===== src/hw/vih_defines.vh =====
// Constants shared by the vectored interrupt handler files.
`ifndef VIH_DEFINES_VH
`define VIH_DEFINES_VH
// ---------------------------------------------------------------
// Source slots and vectors
// ---------------------------------------------------------------
`define VIH_NSLOT 21
`define VIH_SLOT_W 5
`define VIH_VEC_BASE 16'h0003
`define VIH_VEC_STEP 16'h0008
`define VIH_VEC_RESET 16'h0000
`define VIH_SLOT_EXT0 5'h00
`define VIH_SLOT_TMR0 5'h01
`define VIH_SLOT_EXT1 5'h02
`define VIH_SLOT_TMR1 5'h03
`define VIH_SLOT_SER0 5'h04
`define VIH_SLOT_RSVD 5'h13
`define VIH_SLOT_SER1 5'h14
// ---------------------------------------------------------------
// Timer control and interrupt enable register bit positions
// ---------------------------------------------------------------
`define VIH_TCR_EXT0_EDGE 0
`define VIH_TCR_EXT0_PEND 1
`define VIH_TCR_EXT1_EDGE 2
`define VIH_TCR_EXT1_PEND 3
`define VIH_IE_GLOBAL_BIT 7
// ---------------------------------------------------------------
// Timing and page constants
// ---------------------------------------------------------------
`define VIH_CALL_CYCLES 3'h4
`define VIH_PAGE_RESET 8'h00
`endif


===== src/hw/vih_top.v =====
// Vectored interrupt handler: pending flags, masking, priority and vectoring.
`timescale 1ns/100ps
`default_nettype none
`include "vih_defines.vh"
module vih_top (
    input wire clk_in,
    input wire rstn_in,
    input wire ext_irq0_n_in,
    input wire ext_irq1_n_in,
    input wire ext0_edge_select_in,
    input wire ext1_edge_select_in,
    input wire [3:0] tcr_set_in,
    input wire [3:0] tcr_clr_in,
    input wire timer0_overflow_in,
    input wire timer1_overflow_in,
    input wire serial0_rx_flag_in,
    input wire serial0_tx_flag_in,
    input wire serial1_rx_flag_in,
    input wire serial1_tx_flag_in,
    input wire [20:0] periph_pending_in,
    input wire [20:0] source_enable_in,
    input wire [20:0] source_priority_in,
    input wire global_irq_enable_in,
    input wire global_clear_in,
    input wire auto_page_switch_enable_in,
    input wire instr_done_in,
    input wire next_multi_cycle_in,
    input wire return_from_irq_in,
    input wire [15:0] next_pc_in,
    output wire irq_request_out,
    output reg long_call_out,
    output reg [15:0] vector_addr_out,
    output reg [15:0] return_addr_out,
    output reg return_valid_out,
    output reg [7:0] page_select_out,
    output reg page_switch_out,
    output wire [3:0] timer_control_reg_out,
    output reg [1:0] active_level_out
);
    // ---------------------------------------------------------------
    // Functions
    // ---------------------------------------------------------------
    // Vector of an order slot.
    function [15:0] slot_vector;
        input [4:0] slot;
        begin
            slot_vector = `VIH_VEC_BASE + {8'h00, slot, 3'h0};
        end
    endfunction
    // Page associated with each slot.
    function [7:0] slot_page;
        input [4:0] slot;
        begin
            if (slot == 5'h0A || slot == 5'h0B || slot == 5'h0E || slot == `VIH_SLOT_SER1) begin
                slot_page = 8'h01;
            end else if (slot == 5'h0C || slot == 5'h0D || (slot >= 5'h10 && slot <= 5'h12)) begin
                slot_page = 8'h02;
            end else begin
                slot_page = `VIH_PAGE_RESET;
            end
        end
    endfunction
    // Lowest set bit index of a mask.
    function [4:0] first_set;
        input [20:0] mask;
        integer i;
        begin
            first_set = 5'h00;
            for (i = 20; i >= 0; i = i - 1) begin
                if (mask[i]) begin
                    first_set = i[4:0];
                end
            end
        end
    endfunction

    localparam ST_RUN = 2'h0;
    localparam ST_CALL = 2'h1;
    localparam ST_HOLD = 2'h2;

    reg [1:0] state_reg;
    reg [2:0] call_cnt_reg;
    reg [4:0] slot_reg;
    reg tf0_reg;
    reg tf1_reg;
    reg ea_eff_reg;
    reg hold_off_reg;
    reg [4:0] stack_slot_reg [0:1];
    wire ext0_pend;
    wire ext1_pend;
    wire ack_ext0;
    wire ack_ext1;
    wire [20:0] pending;
    wire [20:0] eligible;
    wire [20:0] hi_mask;
    wire any_hi;
    wire [4:0] win_slot;
    wire win_hi;
    wire allowed;
    wire take;

    // ---------------------------------------------------------------
    // External pins
    // ---------------------------------------------------------------
    assign ack_ext0 = long_call_out & (slot_reg == `VIH_SLOT_EXT0);
    assign ack_ext1 = long_call_out & (slot_reg == `VIH_SLOT_EXT1);
    vih_ext_pin u_ext0 (
        .clk_in(clk_in),
        .rstn_in(rstn_in),
        .pin_n_in(ext_irq0_n_in),
        .edge_select_in(ext0_edge_select_in),
        .sw_set_in(tcr_set_in[`VIH_TCR_EXT0_PEND]),
        .sw_clr_in(tcr_clr_in[`VIH_TCR_EXT0_PEND]),
        .vector_ack_in(ack_ext0),
        .pending_out(ext0_pend)
    );
    vih_ext_pin u_ext1 (
        .clk_in(clk_in),
        .rstn_in(rstn_in),
        .pin_n_in(ext_irq1_n_in),
        .edge_select_in(ext1_edge_select_in),
        .sw_set_in(tcr_set_in[`VIH_TCR_EXT1_PEND]),
        .sw_clr_in(tcr_clr_in[`VIH_TCR_EXT1_PEND]),
        .vector_ack_in(ack_ext1),
        .pending_out(ext1_pend)
    );
    // Pending flags and edge selects as seen in the timer control register.
    assign timer_control_reg_out = {ext1_pend, ext1_edge_select_in, ext0_pend,
                                    ext0_edge_select_in};

    // ---------------------------------------------------------------
    // Timer overflow flags
    // ---------------------------------------------------------------
    // Overflow sets, vectoring clears; set wins over clear.
    always @(posedge clk_in or negedge rstn_in) begin
        if (!rstn_in) begin
            tf0_reg <= 1'b0;
            tf1_reg <= 1'b0;
        end else begin
            if (timer0_overflow_in) begin
                tf0_reg <= 1'b1;
            end else if (long_call_out && slot_reg == `VIH_SLOT_TMR0) begin
                tf0_reg <= 1'b0;
            end
            if (timer1_overflow_in) begin
                tf1_reg <= 1'b1;
            end else if (long_call_out && slot_reg == `VIH_SLOT_TMR1) begin
                tf1_reg <= 1'b0;
            end
        end
    end

    // ---------------------------------------------------------------
    // Pending vector
    // ---------------------------------------------------------------
    // Serial sources OR their flags; the reserved slot is tied off.
    genvar g;
    generate
        for (g = 0; g < `VIH_NSLOT; g = g + 1) begin : g_pend
            if (g == 0) begin : g_e0
                assign pending[g] = ext0_pend;
            end else if (g == 1) begin : g_t0
                assign pending[g] = tf0_reg;
            end else if (g == 2) begin : g_e1
                assign pending[g] = ext1_pend;
            end else if (g == 3) begin : g_t1
                assign pending[g] = tf1_reg;
            end else if (g == 4) begin : g_s0
                assign pending[g] = serial0_rx_flag_in | serial0_tx_flag_in;
            end else if (g == 19) begin : g_rs
                assign pending[g] = 1'b0;
            end else if (g == 20) begin : g_s1
                assign pending[g] = serial1_rx_flag_in | serial1_tx_flag_in;
            end else begin : g_pp
                assign pending[g] = periph_pending_in[g];
            end
        end
    endgenerate

    // ---------------------------------------------------------------
    // Masking and priority decode
    // ---------------------------------------------------------------
    // Decoded every clock; high level first, then lowest order.
    assign eligible = pending & source_enable_in & {21{ea_eff_reg}};
    assign hi_mask = eligible & source_priority_in;
    assign any_hi = |hi_mask;
    assign win_slot = any_hi ? first_set(hi_mask) : first_set(eligible);
    assign win_hi = any_hi;
    // High preempts low; nothing preempts high; equal level waits.
    assign allowed = (active_level_out == 2'h0) ||
                     (win_hi && !active_level_out[1]);
    assign irq_request_out = (|eligible) & allowed & (state_reg == ST_RUN);
    assign take = irq_request_out & instr_done_in & ~hold_off_reg;

    // ---------------------------------------------------------------
    // Global enable pipeline
    // ---------------------------------------------------------------
    // A clear still lets one single-cycle follower be interrupted.
    always @(posedge clk_in or negedge rstn_in) begin
        if (!rstn_in) begin
            ea_eff_reg <= 1'b0;
        end else if (global_clear_in) begin
            ea_eff_reg <= ~next_multi_cycle_in & ea_eff_reg;
        end else begin
            ea_eff_reg <= global_irq_enable_in;
        end
    end

    // ---------------------------------------------------------------
    // Vectoring sequencer
    // ---------------------------------------------------------------
    // Four cycles of call; after return one instruction runs first.
    always @(posedge clk_in or negedge rstn_in) begin
        if (!rstn_in) begin
            state_reg <= ST_RUN;
            call_cnt_reg <= 3'h0;
            slot_reg <= 5'h00;
            long_call_out <= 1'b0;
            vector_addr_out <= `VIH_VEC_RESET;
            return_addr_out <= 16'h0000;
            return_valid_out <= 1'b0;
            page_select_out <= `VIH_PAGE_RESET;
            page_switch_out <= 1'b0;
            active_level_out <= 2'h0;
            hold_off_reg <= 1'b0;
            stack_slot_reg[0] <= 5'h00;
            stack_slot_reg[1] <= 5'h00;
        end else begin
            long_call_out <= 1'b0;
            page_switch_out <= 1'b0;
            return_valid_out <= 1'b0;
            case (state_reg)
                ST_RUN: begin
                    if (return_from_irq_in) begin
                        return_valid_out <= 1'b1;
                        hold_off_reg <= 1'b1;
                        if (active_level_out[1]) begin
                            active_level_out[1] <= 1'b0;
                        end else begin
                            active_level_out[0] <= 1'b0;
                        end
                    end else if (take) begin
                        slot_reg <= win_slot;
                        vector_addr_out <= slot_vector(win_slot);
                        return_addr_out <= next_pc_in;
                        call_cnt_reg <= `VIH_CALL_CYCLES - 3'h1;
                        state_reg <= ST_CALL;
                        if (win_hi) begin
                            active_level_out[1] <= 1'b1;
                            stack_slot_reg[1] <= win_slot;
                        end else begin
                            active_level_out[0] <= 1'b1;
                            stack_slot_reg[0] <= win_slot;
                        end
                    end else if (instr_done_in) begin
                        hold_off_reg <= 1'b0;
                    end
                end
                ST_CALL: begin
                    if (call_cnt_reg == 3'h1) begin
                        long_call_out <= 1'b1;
                        state_reg <= ST_HOLD;
                        if (auto_page_switch_enable_in) begin
                            page_select_out <= slot_page(slot_reg);
                            page_switch_out <= 1'b1;
                        end
                    end
                    call_cnt_reg <= call_cnt_reg - 3'h1;
                end
                ST_HOLD: begin
                    state_reg <= ST_RUN;
                end
                default: begin
                    state_reg <= ST_RUN;
                end
            endcase
        end
    end
endmodule
`default_nettype wire


===== src/hw/vih_ext_pin.v =====
// External active-low interrupt pin synchroniser and pending flag.
`timescale 1ns/100ps
`default_nettype none
module vih_ext_pin (
    input wire clk_in,
    input wire rstn_in,
    input wire pin_n_in,
    input wire edge_select_in,
    input wire sw_set_in,
    input wire sw_clr_in,
    input wire vector_ack_in,
    output reg pending_out
);
    reg [2:0] sync_reg;
    reg active_reg;
    wire agree;
    wire fall;
    // ---------------------------------------------------------------
    // Synchroniser
    // ---------------------------------------------------------------
    // Three stages; a change counts once stages two and three agree.
    always @(posedge clk_in or negedge rstn_in) begin
        if (!rstn_in) begin
            sync_reg <= 3'h7;
            active_reg <= 1'b0;
        end else begin
            sync_reg <= {sync_reg[1:0], pin_n_in};
            if (agree) begin
                active_reg <= ~sync_reg[2];
            end
        end
    end
    assign agree = (sync_reg[1] == sync_reg[2]);
    assign fall = agree & ~sync_reg[2] & ~active_reg;
    // ---------------------------------------------------------------
    // Pending flag
    // ---------------------------------------------------------------
    // Edge mode latches falls; level mode tracks the pin. Set wins over clear.
    always @(posedge clk_in or negedge rstn_in) begin
        if (!rstn_in) begin
            pending_out <= 1'b0;
        end else if (!edge_select_in) begin
            pending_out <= (agree ? ~sync_reg[2] : active_reg) | sw_set_in;
        end else if (fall | sw_set_in) begin
            pending_out <= 1'b1;
        end else if (vector_ack_in | sw_clr_in) begin
            pending_out <= 1'b0;
        end
    end
endmodule
`default_nettype wire


===== config.mk =====
export PLATFORM = sky130hd
export DESIGN_NAME = vih_top
export DESIGN_NICKNAME = d
export VERILOG_FILES = /design/src/hw/vih_top.v /design/src/hw/vih_ext_pin.v
export VERILOG_INCLUDE_DIRS = /design/src /design/src/hw
export SDC_FILE = /design/constraint.sdc
export NUM_CORES = 1
export LEC_CHECK = 0
export ABC_AREA = 1
export BUFFER_PORTS_ARGS = -buffer_cell sky130_fd_sc_hd__buf_2
export CAP_MARGIN = 20
export CORE_ASPECT_RATIO = 1.75
export CORE_MARGIN = 2
export CORE_UTILIZATION = 49
export CTS_BUF_LIST = sky130_fd_sc_hd__clkbuf_16
export CTS_CLUSTER_DIAMETER = 50
export DETAILED_ROUTE_END_ITERATION = 12
export HOLD_SLACK_MARGIN = 0.12
export PLACE_DENSITY = 0.94
export SKIP_LAST_GASP = 1
export SLEW_MARGIN = 20
export SYNTH_ARGS = -nofsm -noshare
export SYNTH_HDL_FRONTEND = slang
export SYNTH_SLANG_ARGS = --single-unit

===== constraint.sdc =====
create_clock -name clk_in -period 4.55 [get_ports clk_in]
set_input_delay 0.455 -clock clk_in [delete_from_list [all_inputs] [get_ports clk_in]]
set_output_delay 0.455 -clock clk_in [all_outputs]
set_load 0.05 [all_outputs]

==> impl_metrics.env <==
export IMPL_status="complete, no violations"
export IMPL_cp_end_kind="primary output"
export IMPL_synth_cells=384
export IMPL_clkTransAtPathRegs_ps=60
export IMPL_track_usage=0.215
export IMPL_cts_tree="done"
export IMPL_finalCritPeriodShare=0.618
export IMPL_dp_final_hpwl_um=5570
export IMPL_start_util=0.501
export IMPL_yosys_area_share_xor_xnor=0
export IMPL_syn_cell_area_um2=2920
export IMPL_grt_pass1_vias=2779
export IMPL_power_density_nw_per_um2=553
export IMPL_finalNetCount=613
export IMPL_seqCellArea_um2=1210
export IMPL_synth_mux_area_frac=0.00385
export IMPL_die_h_um=106
export IMPL_cts_num_sinks=48
export IMPL_crit_top_cell="nand2_1"
export IMPL_finalHoldViolCount=0
export IMPL_tns_ps=0
export IMPL_worst_setup_path_type="flip-flop to primary output"
export IMPL_routabilityCongestion=0.854
export IMPL_slew_headroom=0.579
export IMPL_io_buffers=126
export IMPL_nFillCells=536
export IMPL_placed_cells=574
export IMPL_ctsHoldBuffers=0
export IMPL_drive_gt1_frac=0.333
export IMPL_ir_drop_mv=0.421
export IMPL_synth_seq_cells=48
export IMPL_die_area_um2=6630
export IMPL_clock_fmax_ghz=0.356
export IMPL_multi_input_area_um2=1390
export IMPL_path_cells="nand2_1 > nor2_1 > nand2_1 > nand2_1 > inv_2 > nand2_1 > inv_2 > nand2_2 > nor2_4 > nand2_2 > o21ai_2 > inv_1 > buf_2"
export IMPL_startpoint_type="flip-flop"
export IMPL_dpl_cell_area_um2=3470
export IMPL_rows=37
export IMPL_hold_ws_ps=163
export IMPL_io_pins=155
export IMPL_post_cts_buffers=0
export IMPL_overflow=0
export IMPL_syn_avg_cell_area_um2=7.61
export IMPL_firstDrtPassIters=4
export IMPL_area_growth_pct=24.1
export IMPL_slowest_delay_ps=750
export IMPL_slew_violations=0
export IMPL_drc=0
export IMPL_worstMarginPinSlew_ps=631
export IMPL_critPathRequiredTime_ps=4090
export IMPL_drt_wirelength_per_cell_um=11.9
export IMPL_largest_reg_flops=16
export IMPL_grt_start_max_net_pins=49
export IMPL_insertion_delay_ps=290
export IMPL_ys_types=39
export IMPL_synthAdderAreaFrac=0.0171
export IMPL_die_w_um=62.4
export IMPL_numCtsBuffers=5
export IMPL_worst_path_buf_inv=4
export IMPL_drt_iter0_drc=90
export IMPL_vias=2871
export IMPL_h_tree_depth=2
export IMPL_cp_slowest_cell="dfrtp_1"
export IMPL_synth_compound_area_share=0.0817
export IMPL_seq_area_frac_synth=0.413
export IMPL_cap_violations=0
export IMPL_routed_wl_um=6940
export IMPL_cts_max_path_buffers=2
export IMPL_p_leak_nw=2.14
export IMPL_finalCriticalPeriod_ps=2810
export IMPL_antenna_cells=0
export IMPL_setup_violations=0
export IMPL_hp_class="primary input to async pin"
export IMPL_fin_skew_ps=7.47
export IMPL_grt_first_pass_wirelength_um=11400
export IMPL_critPathTopFamily="simple AND/OR/NAND/NOR gates"
export IMPL_antenna_found_initial=0
export IMPL_synth_simple_area_share=0.353
export IMPL_synth_top_family_by_area="simple AND/OR/NAND/NOR gates"
export IMPL_final_area_um2=3630
export IMPL_cts_root_buf="clkbuf_16"
export IMPL_finalPower_w=0.00201
export IMPL_crit_fanout=20
export IMPL_vias_per_cell=4.92
export IMPL_drtAntennaViolNets=0
export IMPL_grt_setup_unrepaired="no"
export IMPL_fin_cells=583
export IMPL_cts_resized=0
export IMPL_cp_arrival_ps=2360
export IMPL_synth_warning_count=0
export IMPL_core_um2=5830
[cells by family after synthesis]
group | count (synthesis)
AOI/OAI and AO/OA | 39
adders and majority gates | 4
buffers and inverters | 66
DFF | 48
muxes | 1
other | 1
and+or+nand+nor | 225
[layer usage]
metal | wire [µm] | vias to the layer above | global-route usage
met5 | 0 | - | 0
li1 | - | 1446 | -
met2 | 3860 | 103 | 0.428
met3 | 486 | 15 | 0.0571
met1 | 2400 | 1307 | 0.202
met4 | 186 | 0 | 0.0873
[per-stage QoR]
step                setup slack (ps)   util
CTS                             1400  0.619
detailed placement              1520  0.595
global placement                1630  0.595
finish                          1740  0.622
global route                    1510  0.622
floorplan                       2510      -
[worst reg2reg max path, stage by stage (launching register included)]
cell	delay [ps]
dfrtp_1	750
nand2_1	120
nor2_1	170
nand2_1	90
nand2_1	80
inv_2	40
nand2_1	100
inv_2	50
nand2_2	90
nor2_4	40
nand2_2	120
o21ai_2	100
nor3_4	170
nand2_4	200
inv_4	280
o21ai_0	160
o21ai_2	80
[cell usage after synthesis (all sizes together)]
library cell | count | area, µm²
a21o | 2 | 15.0
a21oi | 9 | 45.0
a22oi | 1 | 7.51
a31o | 1 | 8.76
a31oi | 1 | 6.26
and2 | 1 | 6.26
buf | 28 | 233
conb | 1 | 3.75
dfrtp | 42 | 1050
dfstp | 6 | 158
ha | 4 | 50.1
inv | 38 | 145
mux2 | 1 | 11.3
nand2 | 136 | 528
nand3 | 27 | 135
nand3b | 2 | 15.0
nand4 | 17 | 144
nor2 | 34 | 148
nor3 | 7 | 51.3
o21ai | 20 | 111
o21bai | 1 | 7.51
o22ai | 1 | 12.5
o311ai | 1 | 8.76
o31ai | 1 | 7.51
o41ai | 1 | 8.76
or2 | 1 | 6.26
[worst paths after layout]
path / start / endpoint / slack (ps) / depth (start not counted)
max in group asynchronous: rstn_in / u_ext1.active_reg / 3980 / 1
max reg2reg: ea_eff_reg / slot_reg[3] / 1860 / 16
min in group clk_in: ext_irq1_n_in / u_ext1.sync_reg[0] / 260 / 1
min: rstn_in / return_addr_out[3] / 160 / 1
max: ea_eff_reg / irq_request_out / 1740 / 13
min reg2reg: u_ext1.sync_reg[0] / u_ext1.sync_reg[1] / 350 / 0
[layout make-up]
type	instances	share of cell area
clock buffer	5	0.0345
clock inverter	3	0.00379
inverter	38	0.0400
multi-input combinational	284	0.383
sequential	48	0.333
tap	78	0.0269
timing repair buffer	127	0.179
[power breakdown]
part | switching [W] | internal, W | leakage [nW] | total, W
Combinational | 0.000749 | 0.000245 | 1.49 | 0.000995
Sequential | 0.0000981 | 0.000564 | 0.579 | 0.000662
Clock | 0.000150 | 0.000200 | 0.0710 | 0.000350
Total | 0.000997 | 0.00101 | 2.14 | 0.00201
[placed cells by master (no fill, tap or decap), types with 2 or more instances in the layout]
| cell | netlist | routed |
|---|---|---|
| a21oi_1 | 9 | 9 |
| o21ai_2 | 3 | 3 |
| o21ai_0 | 15 | 15 |
| dfrtp_1 | 42 | 42 |
| inv_1 | 33 | 33 |
| a21o_1 | 2 | 2 |
| nor2_1 | 30 | 30 |
| nand3_1 | 27 | 27 |
| clkinv_2 | 0 | 2 |
| nand4_1 | 11 | 11 |
| nor2_4 | 2 | 2 |
| conb_1 | 1 | 15 |
| dfstp_2 | 6 | 6 |
| ha_1 | 4 | 4 |
| nand4_2 | 6 | 6 |
| buf_2 | 0 | 125 |
| clkbuf_16 | 0 | 5 |
| inv_2 | 4 | 4 |
| nor3_1 | 5 | 5 |
| nand2_2 | 4 | 4 |
| o21ai_1 | 2 | 2 |
| nor2_2 | 2 | 2 |
| nand2_1 | 131 | 131 |
| nand3b_1 | 2 | 2 |
No activity file was read; power rests on OpenSTA's default activity.
